--- config.mk ---
export PLATFORM = sky130hd
export DESIGN_NAME = oga_global_attr
export DESIGN_NICKNAME = d
export VERILOG_FILES = /design/src/verilog/oga_pkg.sv /design/src/verilog/oga_global_attr.sv
export SDC_FILE = /design/constraint.sdc
export NUM_CORES = 1
export LEC_CHECK = 0
export ABC_AREA = 1
export BUFFER_PORTS_ARGS = -buffer_cell sky130_fd_sc_hd__buf_4
export CAP_MARGIN = 10
export CORE_AREA = 2 2 130 132
export CTS_BUF_LIST = sky130_fd_sc_hd__clkbuf_2
export CTS_CLUSTER_DIAMETER = 80
export CTS_CLUSTER_SIZE = 14
export DETAILED_ROUTE_END_ITERATION = 16
export DIE_AREA = 0 0 132 134
export GPL_ROUTABILITY_DRIVEN = 0
export PLACE_DENSITY = 0.75
export RECOVER_POWER = 50
export SLEW_MARGIN = 20
export SYNTH_ARGS = -nofsm -noshare
export SYNTH_HDL_FRONTEND = slang
export SYNTH_SLANG_ARGS = --single-unit
--- constraint.sdc ---
create_clock -name clk -period 6.4 [get_ports clk]
set_clock_uncertainty 0.15 [all_clocks]
set_input_delay 0.64 -clock clk [delete_from_list [all_inputs] [get_ports clk]]
set_output_delay 0.64 -clock clk [all_outputs]
set_load 0.05 [all_outputs]
--- src/verilog/oga_pkg.sv ---
// constants for the osd global attribute control block
package oga_pkg;
   // register byte addresses (wishbone, 8-bit data in low lane; status reads return 12 bits)
   localparam logic [7:0] ADDR_DEFAULT_COLORS  = 8'hf0;
   localparam logic [7:0] ADDR_HORIZONTAL_OFF  = 8'hf1;
   localparam logic [7:0] ADDR_VERTICAL_OFF    = 8'hf2;
   localparam logic [7:0] ADDR_SCREEN_FILL_BOX = 8'hf3;
   localparam logic [7:0] ADDR_FONT_SUBSET_SEL = 8'hf5;
   localparam logic [7:0] ADDR_SCROLL_LOW      = 8'hf8;
   localparam logic [7:0] ADDR_SCROLL_HIGH     = 8'hf9;
   localparam logic [7:0] ADDR_MODE_CTRL_A     = 8'hfa;
   localparam logic [7:0] ADDR_MODE_CTRL_B     = 8'hfb;
   localparam logic [7:0] ADDR_STATUS          = 8'hfc;
   localparam logic [7:0] RESET_VALUE          = 8'h00;
   // display_mode_ctrl_a fields
   localparam int BIT_DISPLAY_ON    = 0;
   localparam int BIT_WIDE_FORMAT   = 1;
   localparam int BIT_CONCEAL       = 2;
   localparam int BIT_SMOOTHING_ALL = 3;
   localparam int BIT_OUTLINE_ALL   = 4;
   localparam int BIT_TOGGLE_OUTL   = 5;
   localparam int BIT_EIGHTY_CHARS  = 6;
   // display_mode_ctrl_b fields
   localparam int BIT_FB_POLARITY   = 0;
   localparam int BIT_ATTR_FORMAT   = 1;
   localparam int BIT_LINE_MODE     = 2;
   // font_subset_sel fields
   localparam int BIT_SECOND_FONT   = 5;
   localparam int BIT_TRIPLE_G0     = 6;
   localparam int BIT_HALFTONE_CTRL = 7;
   // screen_fill_box_ctrl fields
   localparam int BIT_TRANSLUCENCY  = 7;
   localparam int BOX_LSB           = 4;
   // scroll_ctrl_high fields
   localparam int BIT_DOUBLE_HEIGHT = 0;
   localparam int BIT_DH_LOWER_HALF = 1;
   // geometry
   localparam logic [9:0]  WIDE_EXTRA_PIXELS = 10'h0_040;
   localparam logic [10:0] LINE_PIXELS_40    = 11'h0_190;
   localparam logic [9:0]  PAGE_LINES        = 10'h0_104;
   localparam logic [3:0]  SUBSET_LAST       = 4'he;
endpackage

--- src/verilog/oga_global_attr.sv ---
// osd global attribute control: registers, display window and pixel outputs
`timescale 1ns/1ps
module oga_global_attr (
   input  wire logic       clk,
   input  wire logic       resetn,
   input  wire logic       wb_cyc_i,
   input  wire logic       wb_stb_i,
   input  wire logic       wb_we_i,
   input  wire logic [7:0] wb_adr_i,
   input  wire logic [3:0] wb_sel_i,
   input  wire logic [31:0] wb_dat_i,
   output logic      [31:0] wb_dat_o,
   output logic             wb_ack_o,
   input  wire logic       hsync,
   input  wire logic       vsync,
   input  wire logic       pixel_on,
   input  wire logic       pixel_bg_attr,
   input  wire logic [3:0] attr_bg_color,
   input  wire logic       pixel_fg_attr,
   input  wire logic [3:0] attr_fg_color,
   input  wire logic       pixel_hidden,
   input  wire logic       serial_code_valid,
   input  wire logic [7:0] serial_code,
   output logic      [3:0] rgbi_out,
   output logic            fast_blank_out,
   output logic            translucent_out,
   output logic            contrast_reduce_out,
   output logic            outline_active,
   output logic            smoothing_active,
   output logic            parallel_attr_mode,
   output logic            eighty_char_mode,
   output logic            line_mode_sel,
   output logic [2:0]      box_mode,
   output logic [3:0]      font_subset,
   output logic            triple_g0_mode,
   output logic            second_font_active,
   output logic            double_height_on,
   output logic            double_height_lower,
   output logic            wide_format_sel,
   output logic            in_display_area
);

   // register file
   logic [7:0] default_colors, horizontal_offset, vertical_offset, screen_fill_box_ctrl;
   logic [7:0] font_subset_sel, scroll_ctrl_low, scroll_ctrl_high;
   logic [7:0] display_mode_ctrl_a, display_mode_ctrl_b;
   logic [7:0] next_default_colors, next_horizontal_offset, next_vertical_offset;
   logic [7:0] next_screen_fill_box_ctrl, next_font_subset_sel, next_scroll_ctrl_low;
   logic [7:0] next_scroll_ctrl_high, next_display_mode_ctrl_a, next_display_mode_ctrl_b;
   logic [31:0] next_wb_dat_o;
   logic        next_wb_ack_o;

   // line-latched shadow copies
   logic [7:0] sh_colors, sh_hoff, sh_voff, sh_fill, sh_font, sh_dh, sh_a, sh_b;
   logic [7:0] next_sh_colors, next_sh_hoff, next_sh_voff, next_sh_fill;
   logic [7:0] next_sh_font, next_sh_dh, next_sh_a, next_sh_b;

   // timing
   logic        hsync_d, vsync_d;
   logic [10:0] hcount, next_hcount;
   logic [9:0]  vcount, next_vcount;
   logic        fringe_toggle, next_fringe_toggle;
   logic        font_toggle, next_font_toggle;
   logic        next_hsync_d, next_vsync_d;

   // output next values
   logic [3:0] next_rgbi;
   logic       next_fb, next_translucent_out, next_ht, next_in_area;

   wire bus_req  = wb_cyc_i && wb_stb_i && !wb_ack_o;
   wire wr_lane0 = bus_req && wb_we_i && wb_sel_i[0];
   wire line_start = hsync && !hsync_d;
   wire frame_start = vsync && !vsync_d;

   function automatic logic [7:0] wr_byte(input logic [7:0] cur, input logic [7:0] addr,
                                          input logic [7:0] match);
      wr_byte = (wr_lane0 && addr == match) ? wb_dat_i[7:0] : cur;
   endfunction

   // register writes and reads
   always_comb begin
      next_default_colors       = wr_byte(default_colors, wb_adr_i, oga_pkg::ADDR_DEFAULT_COLORS);
      next_horizontal_offset    = wr_byte(horizontal_offset, wb_adr_i, oga_pkg::ADDR_HORIZONTAL_OFF);
      next_vertical_offset      = wr_byte(vertical_offset, wb_adr_i, oga_pkg::ADDR_VERTICAL_OFF);
      next_screen_fill_box_ctrl = wr_byte(screen_fill_box_ctrl, wb_adr_i, oga_pkg::ADDR_SCREEN_FILL_BOX);
      next_font_subset_sel      = wr_byte(font_subset_sel, wb_adr_i, oga_pkg::ADDR_FONT_SUBSET_SEL);
      next_scroll_ctrl_low      = wr_byte(scroll_ctrl_low, wb_adr_i, oga_pkg::ADDR_SCROLL_LOW);
      next_scroll_ctrl_high     = wr_byte(scroll_ctrl_high, wb_adr_i, oga_pkg::ADDR_SCROLL_HIGH);
      next_display_mode_ctrl_a  = wr_byte(display_mode_ctrl_a, wb_adr_i, oga_pkg::ADDR_MODE_CTRL_A);
      next_display_mode_ctrl_b  = wr_byte(display_mode_ctrl_b, wb_adr_i, oga_pkg::ADDR_MODE_CTRL_B);
      next_wb_ack_o = bus_req;
      next_wb_dat_o = 32'h0000_0000;
      if (bus_req && !wb_we_i) begin
         if (wb_adr_i == oga_pkg::ADDR_DEFAULT_COLORS) begin
            next_wb_dat_o[7:0] = default_colors;
         end else if (wb_adr_i == oga_pkg::ADDR_HORIZONTAL_OFF) begin
            next_wb_dat_o[7:0] = horizontal_offset;
         end else if (wb_adr_i == oga_pkg::ADDR_VERTICAL_OFF) begin
            next_wb_dat_o[7:0] = vertical_offset;
         end else if (wb_adr_i == oga_pkg::ADDR_SCREEN_FILL_BOX) begin
            next_wb_dat_o[7:0] = screen_fill_box_ctrl;
         end else if (wb_adr_i == oga_pkg::ADDR_FONT_SUBSET_SEL) begin
            next_wb_dat_o[7:0] = font_subset_sel;
         end else if (wb_adr_i == oga_pkg::ADDR_SCROLL_LOW) begin
            next_wb_dat_o[7:0] = scroll_ctrl_low;
         end else if (wb_adr_i == oga_pkg::ADDR_SCROLL_HIGH) begin
            next_wb_dat_o[7:0] = scroll_ctrl_high;
         end else if (wb_adr_i == oga_pkg::ADDR_MODE_CTRL_A) begin
            next_wb_dat_o[7:0] = display_mode_ctrl_a;
         end else if (wb_adr_i == oga_pkg::ADDR_MODE_CTRL_B) begin
            next_wb_dat_o[7:0] = display_mode_ctrl_b;
         end else if (wb_adr_i == oga_pkg::ADDR_STATUS) begin
            next_wb_dat_o[9:0]   = vcount;
            next_wb_dat_o[10]    = in_display_area;
            next_wb_dat_o[11]    = fringe_toggle;
         end else begin
            next_wb_dat_o = 32'h0000_0000;
         end
      end
   end

   always_ff @(posedge clk) begin
      if (!resetn) begin
         default_colors       <= oga_pkg::RESET_VALUE;
         horizontal_offset    <= oga_pkg::RESET_VALUE;
         vertical_offset      <= oga_pkg::RESET_VALUE;
         screen_fill_box_ctrl <= oga_pkg::RESET_VALUE;
         font_subset_sel      <= oga_pkg::RESET_VALUE;
         scroll_ctrl_low      <= oga_pkg::RESET_VALUE;
         scroll_ctrl_high     <= oga_pkg::RESET_VALUE;
         display_mode_ctrl_a  <= oga_pkg::RESET_VALUE;
         display_mode_ctrl_b  <= oga_pkg::RESET_VALUE;
         wb_ack_o             <= 1'b0;
         wb_dat_o             <= 32'h0000_0000;
      end else begin
         default_colors       <= next_default_colors;
         horizontal_offset    <= next_horizontal_offset;
         vertical_offset      <= next_vertical_offset;
         screen_fill_box_ctrl <= next_screen_fill_box_ctrl;
         font_subset_sel      <= next_font_subset_sel;
         scroll_ctrl_low      <= next_scroll_ctrl_low;
         scroll_ctrl_high     <= next_scroll_ctrl_high;
         display_mode_ctrl_a  <= next_display_mode_ctrl_a;
         display_mode_ctrl_b  <= next_display_mode_ctrl_b;
         wb_ack_o             <= next_wb_ack_o;
         wb_dat_o             <= next_wb_dat_o;
      end
   end

   // shadow load, counters and serial toggles
   always_comb begin
      next_hsync_d = hsync;
      next_vsync_d = vsync;
      next_sh_colors = sh_colors;
      next_sh_hoff   = sh_hoff;
      next_sh_voff   = sh_voff;
      next_sh_fill   = sh_fill;
      next_sh_font   = sh_font;
      next_sh_dh     = sh_dh;
      next_sh_a      = sh_a;
      next_sh_b      = sh_b;
      next_fringe_toggle = fringe_toggle;
      next_font_toggle   = font_toggle;
      next_hcount = (hcount == 11'h7ff) ? hcount : hcount + 11'h001;
      next_vcount = vcount;
      if (line_start) begin
         next_sh_colors = default_colors;
         next_sh_hoff   = horizontal_offset;
         next_sh_voff   = vertical_offset;
         next_sh_fill   = screen_fill_box_ctrl;
         next_sh_font   = font_subset_sel;
         next_sh_dh     = scroll_ctrl_high;
         next_sh_a      = display_mode_ctrl_a;
         next_sh_b      = display_mode_ctrl_b;
         next_fringe_toggle = 1'b0;
         next_font_toggle   = 1'b0;
         next_hcount = 11'h000;
         next_vcount = (vcount == 10'h3ff) ? vcount : vcount + 10'h001;
      end else if (serial_code_valid && serial_code == 8'h1b && !sh_b[oga_pkg::BIT_ATTR_FORMAT]) begin
         if (sh_font[oga_pkg::BIT_SECOND_FONT]) begin
            next_font_toggle = !font_toggle;
         end else if (sh_a[oga_pkg::BIT_TOGGLE_OUTL]) begin
            next_fringe_toggle = !fringe_toggle;
         end
      end
      if (frame_start) begin
         next_vcount = 10'h000;
      end
   end

   always_ff @(posedge clk) begin
      if (!resetn) begin
         hsync_d <= 1'b0;
         vsync_d <= 1'b0;
         sh_colors <= oga_pkg::RESET_VALUE;
         sh_hoff   <= oga_pkg::RESET_VALUE;
         sh_voff   <= oga_pkg::RESET_VALUE;
         sh_fill   <= oga_pkg::RESET_VALUE;
         sh_font   <= oga_pkg::RESET_VALUE;
         sh_dh     <= oga_pkg::RESET_VALUE;
         sh_a      <= oga_pkg::RESET_VALUE;
         sh_b      <= oga_pkg::RESET_VALUE;
         fringe_toggle <= 1'b0;
         font_toggle   <= 1'b0;
         hcount <= 11'h000;
         vcount <= 10'h000;
      end else begin
         hsync_d <= next_hsync_d;
         vsync_d <= next_vsync_d;
         sh_colors <= next_sh_colors;
         sh_hoff   <= next_sh_hoff;
         sh_voff   <= next_sh_voff;
         sh_fill   <= next_sh_fill;
         sh_font   <= next_sh_font;
         sh_dh     <= next_sh_dh;
         sh_a      <= next_sh_a;
         sh_b      <= next_sh_b;
         fringe_toggle <= next_fringe_toggle;
         font_toggle   <= next_font_toggle;
         hcount <= next_hcount;
         vcount <= next_vcount;
      end
   end

   // display window and pixel colour
   logic [10:0] h_start, h_end;
   logic        v_in, h_in, disp_on, is_fg, is_bg;
   logic [3:0]  full_color, bg_color, fg_color;
   always_comb begin
      disp_on = sh_a[oga_pkg::BIT_DISPLAY_ON];
      h_start = {3'b000, sh_hoff};
      if (sh_a[oga_pkg::BIT_WIDE_FORMAT]) begin
         h_start = h_start + {1'b0, oga_pkg::WIDE_EXTRA_PIXELS};
      end
      h_end = h_start + oga_pkg::LINE_PIXELS_40;
      v_in = (vcount >= {2'b00, sh_voff}) && (vcount < {2'b00, sh_voff} + oga_pkg::PAGE_LINES);
      h_in = (hcount >= h_start) && (hcount < h_end);
      full_color = sh_fill[3:0];
      bg_color = pixel_bg_attr ? attr_bg_color : sh_colors[3:0];
      fg_color = pixel_fg_attr ? attr_fg_color : sh_colors[7:4];
      is_fg = pixel_on && !(pixel_hidden && sh_a[oga_pkg::BIT_CONCEAL]);
      is_bg = !is_fg;
      next_in_area = disp_on && v_in && h_in;
      next_rgbi = 4'h0;
      next_translucent_out = 1'b0;
      next_ht   = 1'b0;
      if (disp_on) begin
         if (!v_in || !h_in) begin
            next_rgbi = full_color;
         end else if (is_fg) begin
            next_rgbi = fg_color;
         end else begin
            next_rgbi = bg_color;
         end
         next_translucent_out = sh_fill[oga_pkg::BIT_TRANSLUCENCY] && (!next_in_area || is_bg);
         next_ht = sh_font[oga_pkg::BIT_HALFTONE_CTRL] && (!next_in_area || is_bg);
      end
      next_fb = disp_on ^ !sh_b[oga_pkg::BIT_FB_POLARITY];
   end

   always_ff @(posedge clk) begin
      if (!resetn) begin
         rgbi_out            <= 4'h0;
         fast_blank_out      <= 1'b1;
         translucent_out     <= 1'b0;
         contrast_reduce_out <= 1'b0;
         in_display_area     <= 1'b0;
         outline_active      <= 1'b0;
         smoothing_active    <= 1'b0;
         parallel_attr_mode  <= 1'b0;
         eighty_char_mode    <= 1'b0;
         line_mode_sel       <= 1'b0;
         box_mode            <= 3'h0;
         font_subset         <= 4'h0;
         triple_g0_mode      <= 1'b0;
         second_font_active  <= 1'b0;
         double_height_on    <= 1'b0;
         double_height_lower <= 1'b0;
         wide_format_sel     <= 1'b0;
      end else begin
         rgbi_out            <= next_rgbi;
         fast_blank_out      <= next_fb;
         translucent_out     <= next_translucent_out;
         contrast_reduce_out <= next_ht;
         in_display_area     <= next_in_area;
         outline_active      <= !sh_a[oga_pkg::BIT_EIGHTY_CHARS] &&
                                (sh_a[oga_pkg::BIT_OUTLINE_ALL] || fringe_toggle);
         smoothing_active    <= sh_a[oga_pkg::BIT_SMOOTHING_ALL] && !sh_a[oga_pkg::BIT_EIGHTY_CHARS];
         parallel_attr_mode  <= sh_b[oga_pkg::BIT_ATTR_FORMAT] && !sh_a[oga_pkg::BIT_EIGHTY_CHARS];
         eighty_char_mode    <= sh_a[oga_pkg::BIT_EIGHTY_CHARS];
         line_mode_sel       <= sh_b[oga_pkg::BIT_LINE_MODE];
         box_mode            <= sh_fill[oga_pkg::BOX_LSB +: 3];
         font_subset         <= (sh_font[3:0] > oga_pkg::SUBSET_LAST) ? oga_pkg::SUBSET_LAST : sh_font[3:0];
         triple_g0_mode      <= sh_font[oga_pkg::BIT_TRIPLE_G0];
         second_font_active  <= sh_font[oga_pkg::BIT_TRIPLE_G0] && font_toggle;
         double_height_on    <= sh_dh[oga_pkg::BIT_DOUBLE_HEIGHT];
         double_height_lower <= sh_dh[oga_pkg::BIT_DH_LOWER_HALF];
         wide_format_sel     <= sh_a[oga_pkg::BIT_WIDE_FORMAT];
      end
   end

endmodule

# --- Yosys cells after proc, flatten, opt, wreduce, memory -nomap -nowiden ---
# Cells that the tools add are included.
op_classes:
  n_lt_le_gt_ge: 5
  n_addsub: 5
  n_eq_ne: 13
  mux: 16
  n_bitwise: 6
  reduce_logical: 57
ops:
  columns: ["cell", "n"]
  rows:
  - ["equality test 8 bit (second input constant)", 10]
  - ["2-to-1 mux 8 bit", 9]
  - ["logical AND 1 bit", 30]
  - ["2-to-1 mux 4 bit", 5]
  - ["zero test 1 bit", 14]
  - ["2-to-1 mux 12 bit", 1]
  - ["OR reduction 12 bit", 1]
  - ["adder 11 x 1 -> 11 bit (second input constant)", 1]
  - ["adder 11 x 9 -> 11 bit (second input constant)", 1]
  - ["equality test 11 bit (second input constant)", 1]
  - [">= comparator 11 bit", 1]
  - ["< comparator 11 bit", 1]
  - ["adder 10 x 1 -> 10 bit (second input constant)", 1]
  - ["adder 8 x 9 -> 10 bit (second input constant)", 1]
  - ["equality test 10 bit (second input constant)", 1]
  - [">= comparator 10 x 8 -> 1 bit", 1]
  - ["< comparator 10 bit", 1]
  - ["OR reduction 10 bit", 1]
  - ["adder 8 x 7 -> 9 bit (second input constant)", 1]
  - ["2-to-1 mux 9 bit", 1]
  - ["equality test 8 x 5 -> 1 bit (second input constant)", 1]
  - ["AND reduction 2 bit", 4]
  - ["OR reduction 2 bit", 3]
  - ["NOT 1 bit", 5]
  - ["other kinds (4)", 6]
word_totals:
  input_bits: 72
  word_cells: 147
  regBits: 207

# --- Longest topological paths before layout ---
depth:
  word_depth: 11
  ltp_mapped: 16
  ltp_nobuf: 16

# --- Worst setup path before layout ---
# No wires, ideal clock.
synth_timing:
  path_kind: "register to register"
  startpoint: "register sh_hoff[6]"
  endpoint: "register rgbi_out[0]"
  stages_incl_launch_ff: 14
  t_arrival_ns: 2.119
  setup_ns: 0.064
  period_less_slack_ns: 2.333
  setup_slack_ns: 4.067
  n_path_buf: 0
  cell_sequence: "dfxtp_1 -> ha_1 -> mux2i_1 -> nand2_1 -> xor2_1 -> ha_1 -> a21oi_1 -> o21a_1 -> nand3_1 -> inv_1 -> nand2_1 -> nor2_1 -> nor2_1 -> nor2_1"
synth_via:
  elab_chain_cells: 8
synth_lines:
  columns: ["item", "line_no", "source"]
  rows:
  - ["from (decl)", "oga_global_attr.sv:54", "logic [7:0] sh_colors, sh_hoff, sh_voff, sh_fill, sh_font, sh_dh, sh_a, sh_b;"]
  - ["from (signal assigned)", "oga_global_attr.sv:196", "sh_hoff <= oga_pkg::RESET_VALUE;"]
  - ["from (signal assigned)", "oga_global_attr.sv:211", "sh_hoff <= next_sh_hoff;"]
  - ["adder 8 x 7 -> 9 bit", "oga_global_attr.sv:233", "h_start = h_start + {1'b0, oga_pkg::WIDE_EXTRA_PIXELS};"]
  - ["2-to-1 mux 9 bit *", "oga_global_attr.sv:232", "if (sh_a[oga_pkg::BIT_WIDE_FORMAT]) begin"]
  - ["adder 11 x 9 -> 11 bit", "oga_global_attr.sv:235", "h_end = h_start + oga_pkg::LINE_PIXELS_40;"]
  - ["< comparator 11 bit", "oga_global_attr.sv:237", "h_in = (hcount >= h_start) && (hcount < h_end);"]
  - ["logical AND 1 bit *", "oga_global_attr.sv:237", null]
  - ["zero test 1 bit *", "oga_global_attr.sv:248", "if (!v_in || !h_in) begin"]
  - ["logical OR 1 bit *", "oga_global_attr.sv:248", null]
  - ["2-to-1 mux 4 bit *", "oga_global_attr.sv:248", null]
  - ["to (signal assigned)", "oga_global_attr.sv:281", "rgbi_out <= next_rgbi;"]
  - ["to (decl)", "oga_global_attr.sv:24", "output logic [3:0] rgbi_out,"]
# Every way passes the cells marked *; elsewhere a longest branch is shown, timed or not.
# A chain may end at the register's enable or synchronous reset.

# --- Final worst setup path ---
layout_timing:
  startpoint: "input wb_adr_i[6]"
  endpoint: "register display_mode_ctrl_b[6]"
layout_via:
  elab_chain_cells: 2
layout_lines:
  columns: ["item", "line_no", "source"]
  rows:
  - ["from (decl)", "oga_global_attr.sv:9", "input wire logic [7:0] wb_adr_i,"]
  - ["equality test 8 bit", "oga_global_attr.sv:77", "wr_byte = (wr_lane0 && addr == match) ? wb_dat_i[7:0] : cur;"]
  - ["logical AND 1 bit", "oga_global_attr.sv:77", null]
  - ["to (signal assigned)", "oga_global_attr.sv:132", "display_mode_ctrl_b <= oga_pkg::RESET_VALUE;"]
  - ["to (signal assigned)", "oga_global_attr.sv:144", "display_mode_ctrl_b <= next_display_mode_ctrl_b;"]
  - ["to (decl)", "oga_global_attr.sv:46", "logic [7:0] display_mode_ctrl_a, display_mode_ctrl_b;"]
# Every way passes these cells.

==> impl_results.rst <==
.. list-table::
   :header-rows: 1

   * - Metric
     - Value
   * - Largest net degree at the start of global routing
     - 126
   * - Data required time at the worst endpoint
     - 6960 ps
   * - #FFs+latches synth
     - 186
   * - Number of port buffers
     - 82
   * - Start-to-end type of the worst setup path
     - primary input to flop
   * - Routed WL
     - 21000 um
   * - Vias per Instance
     - 5.18
   * - Total number of nets in the final design
     - 1336
   * - Remaining max-slew budget at the tightest pin
     - -68.4%
   * - Setup crit start
     - wb_adr_i[6]
   * - Post-CTS Repair Setup Buffers
     - 0
   * - Maximum frequency from static timing analysis
     - about 240 MHz
   * - Post-layout minimum cycle time
     - 4240 ps
   * - Top Layer Used
     - met4
   * - Status
     - complete, but fails checks
   * - Fraction of layout instances using a drive strength above 1
     - a little under an eighth
   * - Cts hold-fix bufs
     - 2
   * - Overall power of the completed layout
     - 2.03 mW
   * - Sum of net half-perimeters after detailed placement
     - around 15000 um
   * - Worst Tran Pin Value
     - 2500 ps
   * - Total setup violations reported at the end of the flow
     - 0
   * - Element type at the critical path start
     - primary input
   * - Skew-Pair Late Insertion Delay
     - 800 ps
   * - Aggregate global routing overflow
     - 0
   * - Floorplan die width
     - 132 um
   * - CP Max Fanout
     - 34
   * - Violated checks
     - capacitance limit, slew limit
   * - P&R area growth vs syn
     - 8.10%
   * - Primary FF master, synth
     - sky130_fd_sc_hd__dfxtp_1
   * - Power per unit of standard cell area
     - 213 mW/mm2
   * - Sequential element share of the synthesized area
     - 42.2%
   * - Vias in the first global route
     - 6988
   * - Drt drc
     - 0
   * - RSZ-0062 raised after global routing
     - no
   * - Die height
     - between 100 and 150 um
   * - Share of the clock period used by the worst path after layout
     - 66.2%
   * - Data arrival at the endpoint of the critical path
     - 4800 ps
   * - Detail-routed net length per standard cell
     - 14.4 um
   * - H-tree levels
     - 4
   * - Met1 Routed Length
     - 10000 um
   * - I/O pins
     - 130
   * - Synthesized instance count
     - approximately 1200
   * - Max-cap check violation count
     - 4
   * - Setup TNS
     - 0 ps
   * - Count of warnings emitted by yosys
     - 0
   * - TritonCTS Buffers
     - 17
   * - Number of pins exceeding their max-slew limit in the final report
     - 113
   * - Count of cell types in the netlist
     - between 40 and 50
   * - Clock sink count
     - 186
   * - Number of endpoints with negative hold slack in the final report
     - 0
   * - Largest vdd supply drop
     - 0.000119 V
   * - Initial Util
     - 54.1%
   * - Netlist Area Pre-Place
     - approximately 0.009 mm2
   * - Tot GR Track Use
     - 24.2%
   * - Buffer levels on the longest clock path
     - 2
   * - Cell at the root of the clock tree
     - sky130_fd_sc_hd__clkbuf_2
   * - Vias post-DR
     - between 7000 and 8000
   * - Number of fill cells in the layout
     - 1560
   * - DRC violation total after the first TritonRoute iteration
     - 771
   * - Met2 wire len
     - roughly 9400 um
   * - Clk pin slew, worst setup/hold paths
     - 240 ps
   * - Share of synthesized registers carrying an async set or reset
     - 0%
   * - Endpoint class of the critical path
     - flop
   * - Hold crit path type
     - primary input to flop
   * - Per-instance average area after synthesis
     - 7.59 um2
   * - Die outline area
     - 0.0177 mm2
   * - Global-route wire length before repair
     - 34200 um
   * - TritonCTS clock tree
     - done
   * - Met3 wirelength from detailed routing
     - approximately 1300 um
   * - Number of gates resized after CTS
     - 0
   * - Number of placement rows
     - 47
   * - Final ANT Viol Nets
     - 0
   * - Static Leak
     - 4.26 nW
   * - Number of search-and-repair iterations in the first detailed-routing pass
     - 7
   * - Start point of the worst hold path
     - wb_stb_i
   * - Placeable core region
     - around 0.016 mm2
   * - Worst reg2reg path startpoint
     - hsync_d
   * - Post-synth EDFFs
     - 0
   * - Initial antenna violation count
     - 1
==> final cells by class <==
class	count	area, um2	area share, %
Clock buffer	17	85.1	0.892
Tap cell	220	275	2.89
Multi-Input combinational cell	793	4110	43.1
Inverter	142	541	5.67
Antenna cell	1	2.50	0.0262
Timing Repair Buffer	88	661	6.93
Sequential cell	186	3720	39.1
Clock inverter	15	141	1.48
==> power by group <==
group	switching (mW)	internal (mW)
logic	0.175	0.0739
clock network	0.430	0.149
registers	0.0157	1.19
==> cells by family (layout without fill, tap and decap cells) <==
kind of cell	count (synthesis)	after routing	share of synthesized area [%]
buffers and inverters	202	262	10.3
DFF	186	186	42.2
AOI/OAI and AO/OA	283	283	17.2
xor gates and xnor gates	12	12	1.19
and+or+nand+nor	437	437	23.4
adders and majority gates	36	36	5.11
muxes	5	5	0.567
other	1	21	0.0425
==> synthesized netlist by cell type (3+ instances only) <==
library cell | n | area [um2]
sky130_fd_sc_hd__nor3_1 | 16 | 80.1
sky130_fd_sc_hd__clkbuf_1 | 25 | 93.8
sky130_fd_sc_hd__nand4_1 | 26 | 163
sky130_fd_sc_hd__nand2_4 | 3 | 33.8
sky130_fd_sc_hd__xnor2_1 | 3 | 26.3
sky130_fd_sc_hd__buf_4 | 25 | 188
sky130_fd_sc_hd__buf_6 | 6 | 67.6
sky130_fd_sc_hd__a21oi_1 | 117 | 586
sky130_fd_sc_hd__xor2_1 | 9 | 78.8
sky130_fd_sc_hd__nor2_8 | 5 | 100
sky130_fd_sc_hd__nor2_4 | 5 | 56.3
sky130_fd_sc_hd__ha_1 | 36 | 450
sky130_fd_sc_hd__a211oi_2 | 4 | 50.1
sky130_fd_sc_hd__nand2_2 | 4 | 25.0
sky130_fd_sc_hd__dfxtp_1 | 186 | 3720
sky130_fd_sc_hd__inv_1 | 123 | 462
sky130_fd_sc_hd__a211oi_1 | 12 | 90.1
sky130_fd_sc_hd__nor2_1 | 132 | 495
sky130_fd_sc_hd__mux2i_1 | 5 | 50.1
sky130_fd_sc_hd__or2_2 | 3 | 18.8
sky130_fd_sc_hd__nor3b_1 | 6 | 45.0
sky130_fd_sc_hd__clkinv_1 | 10 | 37.5
sky130_fd_sc_hd__o21ai_0 | 136 | 681
sky130_fd_sc_hd__nand3_1 | 58 | 290
sky130_fd_sc_hd__inv_4 | 3 | 18.8
sky130_fd_sc_hd__inv_2 | 5 | 18.8
sky130_fd_sc_hd__nand2_1 | 169 | 634
sky130_fd_sc_hd__nand3b_1 | 3 | 22.5
==> cells in the final DEF, fill, tap and decap left out, types with 3 or more instances in the layout <==
cell type and n:
sky130_fd_sc_hd__dfxtp_1 186, sky130_fd_sc_hd__nand2_1 170, sky130_fd_sc_hd__nor2_1 140, sky130_fd_sc_hd__o21ai_0 136
sky130_fd_sc_hd__inv_1 126, sky130_fd_sc_hd__a21oi_1 117, sky130_fd_sc_hd__buf_4 81, sky130_fd_sc_hd__nand3_1 60
sky130_fd_sc_hd__ha_1 36, sky130_fd_sc_hd__nand4_1 26, sky130_fd_sc_hd__conb_1 20, sky130_fd_sc_hd__clkbuf_2 17
sky130_fd_sc_hd__nor3_1 16, sky130_fd_sc_hd__clkinv_1 12, sky130_fd_sc_hd__a211oi_1 12, sky130_fd_sc_hd__xor2_1 9
sky130_fd_sc_hd__nor3b_1 6, sky130_fd_sc_hd__mux2i_1 5, sky130_fd_sc_hd__a211oi_2 4, sky130_fd_sc_hd__clkinv_4 4
sky130_fd_sc_hd__xnor2_1 3, sky130_fd_sc_hd__or2_2 3, sky130_fd_sc_hd__nand2_2 3, sky130_fd_sc_hd__nand2_4 3
sky130_fd_sc_hd__nand3b_1 3, sky130_fd_sc_hd__inv_6 3, sky130_fd_sc_hd__dlygate4sd3_1 3
==> final timing paths <==
check	endpoint	slack, ps	cells after the start
worst max-delay path	display_mode_ctrl_b[6]	2160	7
worst min-delay path	wb_ack_o	20	5
worst min register to register	double_height_lower	270	2
worst max register to register	sh_voff[4]	2730	6
==> flip-flops by register name, indices dropped and copies added (netlist names), 4 cells and up <==
name	flops
horizontal_offset	8
sh_font	7
scroll_ctrl_high	8
sh_fill	8
font_subset	4
scroll_ctrl_low	8
sh_a	7
display_mode_ctrl_b	8
vcount	10
rgbi_out	4
display_mode_ctrl_a	8
screen_fill_box_ctrl	8
font_subset_sel	8
hcount	11
default_colors	8
sh_colors	8
vertical_offset	8
sh_hoff	8
wb_dat_o	12
sh_voff	8
==> stage by stage <==
stage               hold WS [ps]  instances  worst slack [ps]  area, um2  utilization, %
global placement             262       1426              2800       9440            58.0
global route                5.01       1462              1720       9530            58.5
detailed placement           265       1426              2770       9440            58.0
CTS                         1.02       1460              3560       9690            59.5
floorplan                    254       1181              4070       8890               -
finish                      15.9       1462              2160       9530            58.5
==> critical path, cell delays in order <==
cell	delay (ps)
sky130_fd_sc_hd__clkbuf_4	100
sky130_fd_sc_hd__nand2_1	50
sky130_fd_sc_hd__nor2_1	1590
sky130_fd_sc_hd__inv_4	70
sky130_fd_sc_hd__nor4_1	1990
sky130_fd_sc_hd__nor2_1	130
sky130_fd_sc_hd__a211oi_2	230
==> routing by layer <==
metal | GRT usage, % | vias up
li1 | - | 3925
met1 | 33.7 | 3394
met2 | 38.2 | 219
met3 | 4.61 | 33
met4 | 7.43 | 0
met5 | 0 | -
No activity file was read; power rests on OpenSTA's default activity.
